## src/sht_pkg.sv

```systemverilog
// package: op codes, hazard positions, instruction and strobe carriers, register map
`default_nettype none
package sht_pkg;

   ////////////////////////////////////////////////////////////////////////
   typedef enum logic [3:0] {
      SHT_OP_OTHER     = 4'h0,
      SHT_OP_MOVE_TO   = 4'h1,
      SHT_OP_MOVE_FROM = 4'h2,
      SHT_OP_XLAT_RD   = 4'h3,
      SHT_OP_XLAT_WI   = 4'h4,
      SHT_OP_XLAT_WR   = 4'h5,
      SHT_OP_XLAT_PRB  = 4'h6,
      SHT_OP_EXC_RET   = 4'h7,
      SHT_OP_TAG_RD    = 4'h8,
      SHT_OP_TAG_WR    = 4'h9,
      SHT_OP_CACHE_HIT = 4'hA,
      SHT_OP_LOAD_STORE = 4'hB
   } sht_op_e;

   typedef enum logic {
      SHT_VAR_FIRST  = 1'h0,
      SHT_VAR_SECOND = 1'h1
   } sht_variant_e;

   localparam int SHT_NUM_OP  = 12;
   localparam int SHT_MAX_POS = 6;
   typedef logic [2:0] sht_pos_t;

   ////////////////////////////////////////////////////////////////////////
   // per-op positions, indexed by op code; 0 means the op has no such step
   localparam sht_pos_t SHT_SRC_V1 [SHT_NUM_OP] =
      '{3'h0, 3'h0, 3'h3, 3'h2, 3'h2, 3'h2, 3'h2, 3'h2, 3'h0, 3'h3, 3'h3, 3'h3};
   localparam sht_pos_t SHT_DST_V1 [SHT_NUM_OP] =
      '{3'h0, 3'h5, 3'h0, 3'h5, 3'h5, 3'h5, 3'h6, 3'h4, 3'h5, 3'h0, 3'h5, 3'h0};
   localparam sht_pos_t SHT_SRC_V2 [SHT_NUM_OP] =
      '{3'h0, 3'h0, 3'h4, 3'h3, 3'h3, 3'h3, 3'h3, 3'h5, 3'h0, 3'h4, 3'h4, 3'h4};
   localparam sht_pos_t SHT_DST_V2 [SHT_NUM_OP] =
      '{3'h0, 3'h6, 3'h0, 3'h6, 3'h6, 3'h6, 3'h6, 3'h6, 3'h6, 3'h0, 3'h6, 3'h0};

   // fetch, interrupt and usable-test sampling, same in both variants; then exception write and shutdown positions
   localparam sht_pos_t SHT_MODE_POS      = 3'h2;
   localparam sht_pos_t SHT_FEXC_RET_V1   = 3'h4;
   localparam sht_pos_t SHT_FEXC_INFO_V1  = 3'h5;
   localparam sht_pos_t SHT_LSEXC_V1      = 3'h5;
   localparam sht_pos_t SHT_EXC_V2        = 3'h6;
   localparam sht_pos_t SHT_SHUT_INST_POS = 3'h2;
   localparam sht_pos_t SHT_SHUT_DATA_POS = 3'h4;

   ////////////////////////////////////////////////////////////////////////
   localparam int          SHT_ADDR_W       = 8;
   localparam logic [7:0]  SHT_CTRL_OFF     = 8'h00;
   localparam logic [7:0]  SHT_STATUS_OFF   = 8'h04;
   localparam logic [7:0]  SHT_STALLS_OFF   = 8'h08;
   localparam logic [7:0]  SHT_ISSUES_OFF   = 8'h0C;
   localparam logic [31:0] SHT_CTRL_RST     = 32'h00000001;
   localparam int          SHT_CTRL_EN_BIT  = 0;
   localparam int          SHT_ST_VAR_BIT   = 0;
   localparam int          SHT_ST_FAULT_BIT = 1;
   localparam int          SHT_ST_STALL_BIT = 2;
   localparam int          SHT_ST_SHUT_BIT  = 3;

   ////////////////////////////////////////////////////////////////////////
   typedef struct packed {
      logic       valid;
      sht_op_e    op;
      logic       gpr_wr;
      logic [4:0] gpr_dst;
      logic [4:0] gpr_src_a;
      logic [4:0] gpr_src_b;
      logic       cop_use;
      logic       fetch_exc;
      logic       ls_exc;
      logic       shut_inst;
      logic       shut_data;
   } sht_instr_s;

   typedef struct packed {
      logic [SHT_NUM_OP-1:0] src_fix;
      logic [SHT_NUM_OP-1:0] dst_commit;
      logic                  fetch_fix;
      logic                  irq_sample;
      logic                  cu_check;
      logic                  exc_ret_wr;
      logic                  exc_info_wr;
      logic                  shutdown_set;
   } sht_strb_s;

endpackage
`default_nettype wire

```

## src/sht_dep_check.sv

```systemverilog
// general-register dependency and back-to-back move ordering check
`default_nettype none
module sht_dep_check (
   input  wire sht_pkg::sht_instr_s consumer,
   input  wire sht_pkg::sht_instr_s producer,
   output logic                     gpr_dep,
   output logic                     seq_fault
);
   import sht_pkg::*;

   // register zero is hardwired, so it never carries a dependency
   function automatic logic reads_gpr(sht_instr_s i, logic [4:0] r);
      return (r != 5'h00) && ((i.gpr_src_a == r) || (i.gpr_src_b == r));
   endfunction

   ////////////////////////////////////////////////////////////////////////
   always_comb
   begin
      // op kind plays no part: sysreg and buffer ops never lock
      gpr_dep = consumer.valid && producer.valid && producer.gpr_wr
                && reads_gpr(consumer, producer.gpr_dst); // RULE1 RULE2
      seq_fault = consumer.valid && producer.valid
                  && (consumer.op == SHT_OP_MOVE_FROM)
                  && (producer.op == SHT_OP_MOVE_TO); // RULE21
   end

endmodule // sht_dep_check
`default_nettype wire

```

## src/sht_hazard_timing.sv

```systemverilog
// system-register hazard timing pipeline with apb status and control
//
// Contract
// (RULE1) Stall issue when an instruction reads a register the previous one writes.
// (RULE2) No interlock at all for system register or translation buffer operations.
// (RULE3) Software spaces ops: destination position minus source position plus one.
// (RULE4) Sources usable once fixed, destinations once stored, at listed positions.
// (RULE5) First set: move_to_sysreg commits at 5, move_from_sysreg samples at 3.
// (RULE6) First set: xlat_read samples at 2, writes entry registers at 5.
// (RULE7) First set: buffer writes read sources at 2, update buffer at 5.
// (RULE8) First set: xlat_probe reads at 2, writes index register at 6.
// (RULE9) First set: exception_return reads at 2, clears level bits by 4.
// (RULE10) First set: tag read writes at 5, tag write reads 3, hits 3/5.
// (RULE11) First set: interrupt and usable-check inputs sampled at 2.
// (RULE12) First set: fetch state fixed at 2; fetch exception writes at 4 and 5.
// (RULE13) First set: loads and stores use state at 3, exceptions write at 5.
// (RULE14) Shutdown bit set at 2 for instruction side, 4 for data side; the code sets it in the first set only.
// (RULE15) Second set: moves commit 6, sample 4; xlat_read samples 3, writes 6.
// (RULE16) Second set: buffer writes read 3, update 6; probe reads 3, writes 6.
// (RULE17) Second set: exception_return reads at 5, changes level bits at 6.
// (RULE18) Second set: tag read writes 6, tag write reads 4, hits 4/6.
// (RULE19) Second set: usable check and fetch take mode state at 2.
// (RULE20) Second set: loads and stores use state at 4, exceptions write 6.
// (RULE21) Software never puts move_from_sysreg right after move_to_sysreg.
// (RULE22) Timing set is a build-time parameter, never changed while running.
//
// Local design decisions: the register addresses and the APB interface to the registers.
`default_nettype none
module sht_hazard_timing #(
   parameter sht_pkg::sht_variant_e VARIANT     = sht_pkg::SHT_VAR_FIRST,
   parameter bit                    SHUTDOWN_EN = 1'b1
) (
   input  wire logic                         pclk,
   input  wire logic                         presetn,
   input  wire logic                         clk_en,
   input  wire logic                         psel,
   input  wire logic                         penable,
   input  wire logic                         pwrite,
   input  wire logic [sht_pkg::SHT_ADDR_W-1:0] paddr,
   input  wire logic [31:0]                  pwdata,
   output logic      [31:0]                  prdata,
   output logic                              pready,
   output logic                              pslverr,
   input  wire logic                         issue_valid,
   input  wire sht_pkg::sht_instr_s          issue_instr,
   output logic                              issue_ready,
   output logic                              gpr_stall,
   output sht_pkg::sht_strb_s                strb
);
   import sht_pkg::*;

   ////////////////////////////////////////////////////////////////////////
   // positions that depend only on the build-time timing set
   localparam bit       FIRST       = (VARIANT == SHT_VAR_FIRST); // RULE22
   localparam bit       SHUT_ON     = SHUTDOWN_EN && FIRST;
   localparam sht_pos_t FEXC_RET    = FIRST ? SHT_FEXC_RET_V1 : SHT_EXC_V2;
   localparam sht_pos_t FEXC_INFO   = FIRST ? SHT_FEXC_INFO_V1 : SHT_EXC_V2;
   localparam sht_pos_t LSEXC_POS   = FIRST ? SHT_LSEXC_V1 : SHT_EXC_V2;

   sht_instr_s  pipe      [1:SHT_MAX_POS];
   sht_instr_s  next_pipe [1:SHT_MAX_POS];
   sht_instr_s  in_instr;
   sht_strb_s   next_strb;
   logic        accept;
   logic        next_stall;
   logic        next_fault;
   logic        ctrl_en;
   logic        fault;
   logic [31:0] stall_cnt;
   logic [31:0] issue_cnt;
   logic [31:0] rd_data;
   logic        rd_hit;
   logic        apb_done;
   logic        wr_now;

   ////////////////////////////////////////////////////////////////////////
   function automatic sht_pos_t src_pos(sht_op_e op);
      return FIRST ? SHT_SRC_V1[op] : SHT_SRC_V2[op];
   endfunction

   function automatic sht_pos_t dst_pos(sht_op_e op);
      return FIRST ? SHT_DST_V1[op] : SHT_DST_V2[op];
   endfunction

   ////////////////////////////////////////////////////////////////////////
   // position 1 is decode; only it is held on a stall, later positions always move while clk_en is high
   always_comb
   begin
      accept = issue_valid && issue_ready;
      in_instr = issue_instr;
      in_instr.valid = 1'b1;
      if (!gpr_stall)
      begin
         next_pipe[1] = accept ? in_instr : '0;
         next_pipe[2] = pipe[1];
      end
      else
      begin
         next_pipe[1] = pipe[1];
         next_pipe[2] = '0; // RULE1
      end
      for (int k = 3; k <= SHT_MAX_POS; k++)
      begin
         next_pipe[k] = pipe[k-1];
      end
   end

   // the pair that will sit in positions 1 and 2 after this edge
   sht_dep_check u_dep (
      .consumer  (next_pipe[1]),
      .producer  (next_pipe[2]),
      .gpr_dep   (next_stall),
      .seq_fault (next_fault)
   );

   always_ff @(posedge pclk or negedge presetn)
   begin
      if (!presetn)
      begin
         for (int k = 1; k <= SHT_MAX_POS; k++)
         begin
            pipe[k] <= '0;
         end
      end
      else if (clk_en)
      begin
         pipe <= next_pipe;
      end
   end

   // ready is registered: it already knows whether the next cycle stalls
   always_ff @(posedge pclk or negedge presetn)
   begin
      if (!presetn)
      begin
         gpr_stall <= 1'b0;
         issue_ready <= 1'b0;
      end
      else if (clk_en)
      begin
         gpr_stall <= next_stall; // RULE1
         issue_ready <= ctrl_en && !next_stall;
      end
   end

   ////////////////////////////////////////////////////////////////////////
   // strobes mark the cycle an item is fixed or stored; no lock is derived
   always_comb
   begin
      next_strb = '0;
      for (int k = 1; k <= SHT_MAX_POS; k++)
      begin
         if (next_pipe[k].valid)
         begin
            if (src_pos(next_pipe[k].op) == 3'(k))
            begin
               next_strb.src_fix[next_pipe[k].op] = 1'b1; // RULE4 RULE5 RULE6 RULE7 RULE8 RULE9 RULE10 RULE15 RULE17 RULE18
            end
            if (dst_pos(next_pipe[k].op) == 3'(k))
            begin
               next_strb.dst_commit[next_pipe[k].op] = 1'b1; // RULE4 RULE6 RULE7 RULE8 RULE9 RULE10 RULE16 RULE17 RULE18
            end
            if (3'(k) == SHT_MODE_POS)
            begin
               next_strb.fetch_fix = 1'b1; // RULE12 RULE19
               next_strb.irq_sample = 1'b1; // RULE11
               next_strb.cu_check = next_pipe[k].cop_use; // RULE11 RULE19
            end
            if (next_pipe[k].fetch_exc && (3'(k) == FEXC_RET))
            begin
               next_strb.exc_ret_wr = 1'b1; // RULE12 RULE20
            end
            if (next_pipe[k].fetch_exc && (3'(k) == FEXC_INFO))
            begin
               next_strb.exc_info_wr = 1'b1; // RULE12 RULE20
            end
            if (next_pipe[k].ls_exc && (3'(k) == LSEXC_POS))
            begin
               next_strb.exc_ret_wr = 1'b1; // RULE13 RULE20
               next_strb.exc_info_wr = 1'b1; // RULE13
            end
            if (SHUT_ON && next_pipe[k].shut_inst && (3'(k) == SHT_SHUT_INST_POS))
            begin
               next_strb.shutdown_set = 1'b1; // RULE14
            end
            if (SHUT_ON && next_pipe[k].shut_data && (3'(k) == SHT_SHUT_DATA_POS))
            begin
               next_strb.shutdown_set = 1'b1; // RULE14
            end
         end
      end
   end

   always_ff @(posedge pclk or negedge presetn)
   begin
      if (!presetn)
      begin
         strb <= '0;
      end
      else if (clk_en)
      begin
         strb <= next_strb; // RULE4
      end
   end

   ////////////////////////////////////////////////////////////////////////
   // spacing is software's job; a move pair is only reported, never fixed
   always_ff @(posedge pclk or negedge presetn)
   begin
      if (!presetn)
      begin
         fault <= 1'b0;
      end
      else if (clk_en)
      begin
         if (next_fault)
         begin
            fault <= 1'b1; // RULE3 RULE21
         end
         else if (wr_now && (paddr == SHT_STATUS_OFF) && pwdata[SHT_ST_FAULT_BIT])
         begin
            fault <= 1'b0;
         end
      end
   end

   always_ff @(posedge pclk or negedge presetn)
   begin
      if (!presetn)
      begin
         stall_cnt <= '0;
         issue_cnt <= '0;
      end
      else if (clk_en)
      begin
         if (next_stall)
         begin
            stall_cnt <= stall_cnt + 32'h00000001;
         end
         if (accept)
         begin
            issue_cnt <= issue_cnt + 32'h00000001;
         end
      end
   end

   ////////////////////////////////////////////////////////////////////////
   // apb slave: one wait state, so decode has a full cycle
   assign apb_done = psel && penable && pready;
   assign wr_now = apb_done && pwrite;

   always_comb
   begin
      rd_hit = 1'b1;
      rd_data = '0;
      if (paddr == SHT_CTRL_OFF)
      begin
         rd_data[SHT_CTRL_EN_BIT] = ctrl_en;
      end
      else if (paddr == SHT_STATUS_OFF)
      begin
         rd_data[SHT_ST_VAR_BIT] = !FIRST;
         rd_data[SHT_ST_FAULT_BIT] = fault;
         rd_data[SHT_ST_STALL_BIT] = gpr_stall;
         rd_data[SHT_ST_SHUT_BIT] = SHUT_ON;
      end
      else if (paddr == SHT_STALLS_OFF)
      begin
         rd_data = stall_cnt;
      end
      else if (paddr == SHT_ISSUES_OFF)
      begin
         rd_data = issue_cnt;
      end
      else
      begin
         rd_hit = 1'b0;
      end
   end

   always_ff @(posedge pclk or negedge presetn)
   begin
      if (!presetn)
      begin
         pready <= 1'b0;
         prdata <= '0;
         pslverr <= 1'b0;
      end
      else if (clk_en)
      begin
         pready <= psel && penable && !pready;
         if (psel && penable && !pready)
         begin
            prdata <= pwrite ? 32'h00000000 : rd_data;
            pslverr <= !rd_hit;
         end
         else
         begin
            prdata <= '0;
            pslverr <= 1'b0;
         end
      end
   end

   always_ff @(posedge pclk or negedge presetn)
   begin
      if (!presetn)
      begin
         ctrl_en <= SHT_CTRL_RST[SHT_CTRL_EN_BIT];
      end
      else if (clk_en && wr_now && (paddr == SHT_CTRL_OFF))
      begin
         ctrl_en <= pwdata[SHT_CTRL_EN_BIT];
      end
   end
endmodule // sht_hazard_timing
`default_nettype wire

```

## config.mk

```make
export PLATFORM = sky130hd
export DESIGN_NAME = sht_hazard_timing
export DESIGN_NICKNAME = d
export VERILOG_FILES = /design/src/sht_pkg.sv /design/src/sht_dep_check.sv /design/src/sht_hazard_timing.sv
export SDC_FILE = /design/constraint.sdc
export NUM_CORES = 1
export LEC_CHECK = 0
export BUFFER_PORTS_ARGS = -buffer_cell sky130_fd_sc_hd__clkbuf_2
export CORE_MARGIN = 2
export CORE_UTILIZATION = 40
export DETAILED_ROUTE_END_ITERATION = 7
export HOLD_SLACK_MARGIN = 0.05
export PLACE_DENSITY = 0.66
export REMOVE_ABC_BUFFERS = 1
export SYNTH_ARGS = -nofsm -noshare
export SYNTH_HDL_FRONTEND = slang
export SYNTH_SLANG_ARGS = --single-unit
```

## constraint.sdc

```tcl
create_clock -name pclk -period 3.6 [get_ports pclk]
set_clock_uncertainty 0.05 [all_clocks]
set_input_delay 0 -clock pclk [delete_from_list [all_inputs] [get_ports pclk]]
set_output_delay 0 -clock pclk [all_outputs]
set_load 0.02 [all_outputs]
```

# Word-level counts from Yosys, hierarchy flattened
# Memory sizes are Yosys's and may differ from the RTL's.
# Index checks and enable logic that the tools add are counted.
# totals
mem_count	12
reg_bits	186
out_inout_bits	66
latchBits	0
ramBits	0
in_bits	73
mem_bits_ro	576
wordCells	225
# classes
n_div	0
n_bitwise	17
n_eq_ne	19
reduce_logical	33
magnitude_cmp	18
n_mux	80
multipliers	0
addsub	2
n_shift	0
# memory_table
name	words	word_bits	rd	rd_clocked_by_memory_dff	write_ports	line	text
(name not given)	16	3	1	0	0	sht_hazard_timing.sv:82	return FIRST ? SHT_DST_V1[op] : SHT_DST_V2[op];
(name not given)	16	3	1	0	0	sht_hazard_timing.sv:78	return FIRST ? SHT_SRC_V1[op] : SHT_SRC_V2[op];
(name not given)	16	3	1	0	0	sht_hazard_timing.sv:82	
(name not given)	16	3	1	0	0	sht_hazard_timing.sv:78	
(name not given)	16	3	1	0	0	sht_hazard_timing.sv:82	
(name not given)	16	3	1	0	0	sht_hazard_timing.sv:78	
6 more memories	n/a	n/a	n/a	n/a	n/a	n/a	
# op_table
cell	n
$mux W12	12
$mux W32	4
$mux W24	5
$or A12 B12 Y12	10
$mux W3	24
$add A32 B1 Y32 const B	2
$mux W52	1
$mux W31	1
$ge A5 B5 Y1 const B	6
$lt A4 B5 Y1 const B	6
$not A4 Y5	6
$mux W28	1
$mux W27	1
$mux W26	1
$demux W1 S4	6
$ge A4 B1 Y1 const B	6
$logic_and A1 B1 Y1	22
$mux W1	21
$eq A3 B3 Y1 const B	6
$eq A8 B4 Y1 const B	2
$eq A3 B2 Y1 const B	4
$eq A5 B5 Y1	2
$eq A8 B3 Y1 const B	1
$logic_not A8 Y1	1
11 further kinds	18

# Depth between registers and ports, before layout
# depth
ltp_word	25
depth_mapped	9
ltp_nobuf	7

# By module
# A second synthesis with hierarchy kept.
# unflattened
cells_unflattened	763
hier_area_um2	8620.8
# by_module_without_submodules
module	cells_each	seq_area_each_um2	n_inst	area_each_um2
sht_hazard_timing	743	4605.7	1	8466.9
sht_dep_check	20	0.0	1	153.9

# Worst setup path before layout
# No wires, ideal clock.
# synth_path
path_kind	reg2reg
from	register issue_ready
to	register stall_cnt[1]
setup_slack_ns	1.423
setup_time_ns	0.125
required_ns	3.425
path_buffers	1
period_less_slack_ns	2.177
arrival_time_ns	2.003
stages_incl_launch_ff	8
path_cell_list	dfrtp_1 -> and2_1 -> buf_4 -> nand4_1 -> a311oi_2 -> a21oi_2 -> a211oi_1 -> mux2_2
# synth_via
elab_chain_cells	8
elab_cells_between_ends	11
classes_between	eq/ne: 2; mux: 2; reduce/logical: 7
# synth_lines
element	line	text
start: declaration	sht_hazard_timing.sv:46	output logic issue_ready,
start signal: assignment	sht_hazard_timing.sv:142	issue_ready <= ctrl_en && !next_stall;
$logic_and A1 B1 Y1 *	sht_hazard_timing.sv:89	accept = issue_valid && issue_ready;
$mux W26 *	sht_hazard_timing.sv:94	next_pipe[1] = accept ? in_instr : '0;
$mux W52 *	sht_hazard_timing.sv:92	if (!gpr_stall)
$eq A5 B5 Y1	sht_dep_check.sv:13	return (r != 5'h00) && ((i.gpr_src_a == r) || (i.gpr_src_b == r));
$logic_or A1 B1 Y1	sht_dep_check.sv:13	
$logic_and A1 B1 Y1	sht_dep_check.sv:13	
$logic_and A1 B1 Y1 *	sht_dep_check.sv:21	&& reads_gpr(consumer, producer.gpr_dst);
$reduce_and A2 Y1 (no line) *	n/a	
end signal: assignment	sht_hazard_timing.sv:238	stall_cnt <= stall_cnt + 32'h00000001;
end: declaration	sht_hazard_timing.sv:69	logic [31:0] stall_cnt;
# Mark *: on every way between the ends. The rest lies on a longest branch, timed or not.
# A chain may end at the register's enable or synchronous reset.

# Final worst setup path
# layout_path
from	input paddr[0] in the netlist's numbering
to	register prdata[0]
# layout_via
elab_chain_cells	7
elab_cells_between_ends	10
classes_between	eq/ne: 3; mux: 6; reduce/logical: 1
# layout_lines
element	line	text
start: declaration	sht_hazard_timing.sv:39	input wire logic [sht_pkg::SHT_ADDR_W-1:0] paddr,
$eq A8 B4 Y1	sht_hazard_timing.sv:271	else if (paddr == SHT_ISSUES_OFF)
$mux W32	sht_hazard_timing.sv:271	
$mux W32	sht_hazard_timing.sv:267	else if (paddr == SHT_STALLS_OFF)
$mux W4	sht_hazard_timing.sv:260	else if (paddr == SHT_STATUS_OFF)
$mux W1 *	sht_hazard_timing.sv:256	if (paddr == SHT_CTRL_OFF)
$mux W32 *	sht_hazard_timing.sv:294	prdata <= pwrite ? 32'h00000000 : rd_data;
$mux W32 *	sht_hazard_timing.sv:292	if (psel && penable && !pready)
end signal: assignment	sht_hazard_timing.sv:294	
end: declaration	sht_hazard_timing.sv:41	output logic [31:0] prdata,
# Marks and branches as above.

==> summary.txt <==
Route
  • Drt first-iter violations: 350
  • Wire per inst: 16.04 um
  • Vias/cell: ~5.3
  • Drt drc: 0
  • Final WL: approximately 19000 um
  • Router iterations before antenna repair: 5
  • ANT nets after route: 0
  • Vias post-DR: roughly 6400

STA
  • Tcrit/Tclk final: 0.7717
  • Slew @ Worst Pin: about 860 ps
  • Hold Fails Final Rpt: 0
  • Final WS setup: 821.8 ps
  • Max-slew violations: 0
  • Fmax: 359.9 MHz
  • Post-route minimum period: about 2800 ps
  • Final setup fails: 0
  • Total Neg Setup Slack: 0 ps
  • Slew margin rel.: 0.4196
  • RSZ-0062 raised after global routing: false

Synthesis
  • Synth unique cells: 60
  • Synthesized area per cell: 10.73 um^2
  • Mapped Cells: approximately 800
  • YS warnings: 0
  • Post-synth EDFFs: 0
  • Seq/Total Area, Yosys: 0.5496
  • Asr flop ratio synth: 1.000
  • Mapped Area: 0.008379 mm^2
  • Main synth FF type: dfrtp_1
  • Flops & latches, synth: approximately 180

Floorplan
  • Die area: 0.02212 mm^2
  • Die Y: roughly 150 um
  • Row count: 52
  • # IOs: 139
  • Starting Density: 0.4115
  • Core area: roughly 0.020 mm^2
  • Die width: 148.7 um

Power and ir drop
  • P_leak: 0.004855 uW
  • Max rail drop VDD: 0.2632 mV
  • PwrDens: 415.8 mW/mm^2

Layout
  • Area growth from synthesis to layout: 22.89%
  • Nets: about 1000
  • Commonest non-fill, non-tap cell in the layout: dfrtp_1
  • Share of cells above drive strength 1: 0.2077
  • Ant diodes: 0
  • Highest-count cells in the layout ignoring fill and taps: 183 x dfrtp_1, 105 x clkbuf_2, 60 x inv_1, 48 x dlygate4sd3_1, 43 x nand2_1

Global route
  • GR met1 Demand/Resource: 0.2654
  • GR Util All Layers: 0.1818
  • Routing usage on met2: 0.2738
  • Largest net degree at the start of global routing: a little under 90
  • Grt total ovfl: 0
  • Met3 GRT Util: 0.03089
  • Vias in the first global route: around 6300
  • Antenna violations before repair: 0
  • Busiest grt layer: met2
  • First-pass GRT wire length: ~32000 um

Placed design
  • Routability cong.: ~0.78
  • HPWL Detailed: 12380 um
  • Post-Place Worst Slack: 987.5 ps
  • Port-buffer cells: 107

Clock network
  • Clock Root Buffer: clkbuf_16
  • CTS buffer count: 17
  • CTS tree: built
  • Post-cts resize count: 0
  • Cts hold-fix bufs: 48
  • Clock Path Buffers: 2
  • Clock sink total: ~180
  • Postcts setup bufs: 0
  • Htree depth: 4
  • Clock transition at path regs: about 70 ps
  • Clk_lat worst skew: ~430 ps

Critical path
  • Reg2reg start: gpr_stall
  • Worst Setup SP: paddr[0]
  • Crit path capture type: flip-flop
  • CP required: 3920 ps
  • Critical path peak fanout: 4
  • Kind of critical path: input pin to flip-flop
  • CP arrival: 3090 ps
  • Crit start category: input pin

Status
  • Status: complete, no violations

Min path
  • Hold Path Class: input pin to asynchronous set/reset pin

Flow run
  • Max-Cap Viols: 0
[metrics by stage]
step | util | power (uW) | area (um^2) | std cells | hold slack (ps)
6_report | 0.5057 | 4282 | 10300 | 1204 | 99.25
5_1_grt | 0.5057 | 4429 | 10300 | 1204 | 152.4
4_1_cts | 0.5057 | 4330 | 10300 | 1204 | 81.02
3_5_place_dp | 0.4507 | 2259 | 9178 | 1124 | 21.55
3_3_place_gp | 0.4507 | 2258 | 9178 | 1124 | 25.46
2_1_floorplan | - | 2147 | 8174 | 733 | -345.6
[cell type report]
class                           instances  area [um^2]
Clock buffer                           17        425.4
Clock inverter                         15        214.0
Fill cell                            1823        10070
Inverter                               60        225.2
Multi-Input combinational cell        489         3347
Sequential cell                       184         4606
Tap cell                              270        337.8
Timing Repair Buffer                  169         1142
[path summary, 6_finish.rpt]
| kind | to | slack (ps) | depth (start not counted) |
|---|---|---|---|
| max | prdata[0] | 820 | 8 |
| min | pipe[145] | 100 | 2 |
| max reg2reg | issue_ready | 1030 | 6 |
| min reg2reg | issue_cnt[31] | 420 | 1 |
| max in group asynchronous | strb[17] | 2410 | 3 |
| min in group pclk | prdata[6] | 110 | 5 |
[cells in the mapped netlist, drive strengths merged, types with 2 or more instances]
cell     count  area share
dfrtp      183        0.55
inv         60       0.027
nand2       43       0.019
xor2        40       0.042
o22ai       39       0.029
nand3       37       0.023
clkbuf      36       0.016
nor2        33       0.015
a22oi       30       0.027
nand4       30       0.022
o21ai       29       0.017
xnor2       29       0.030
a21oi       24       0.015
mux2        24       0.032
a22o        19       0.020
and3        18       0.013
nor2b       15       0.011
buf         12      0.0082
a2111oi     10       0.017
nand3b       9      0.0081
nor3         8      0.0048
and4         6      0.0063
and2         5      0.0037
mux2i        4      0.0048
nand2b       4      0.0030
a211oi       3      0.0027
nor4         3      0.0030
o32ai        3      0.0031
a31oi        2      0.0015
ha           2      0.0030
o2111ai      2      0.0028
or2          2      0.0015
or4b         2      0.0024
[power breakdown]
group | leakage [uW] | internal, uW | switching, uW | total (uW)
Clock | 0.000317 | 1180 | 847 | 2030
Combinational | 0.00198 | 66.7 | 108 | 175
Sequential | 0.00256 | 2070 | 4.98 | 2080
Total | 0.00486 | 3320 | 960 | 4280
[state kept, by name, indices dropped and copies added, names as in the netlist]
| name | flops |
|---|---|
| ctrl_en | 1 |
| fault | 1 |
| gpr_stall | 1 |
| issue_cnt | 32 |
| issue_ready | 1 |
| next_pipe | 28 |
| pipe | 26 |
| prdata | 32 |
| pready | 1 |
| pslverr | 1 |
| stall_cnt | 32 |
| strb | 28 |
[critical path: stages]
cell	delay, ps
dlygate4sd3_1	540
clkbuf_2	100
nor4_1	380
dlygate4sd3_1	650
nand3_1	70
dlygate4sd3_1	630
o22ai_1	150
dlygate4sd3_1	570
[cells by family after synthesis]
family / share of synthesized area
compound gates: 0.1454
mux: 0.03703
flops: 0.5496
simple gates: 0.1414
xor+xnor: 0.07212
fa+ha+maj: 0.002986
buf+inv: 0.05137
[per-layer routing]
metal	routed length, um	part of all wire
met1	9439	0.49
met2	8711	0.45
met3	764	0.040
met4	393	0.020
met5	0	0
(Power assumes the default switching activity.)
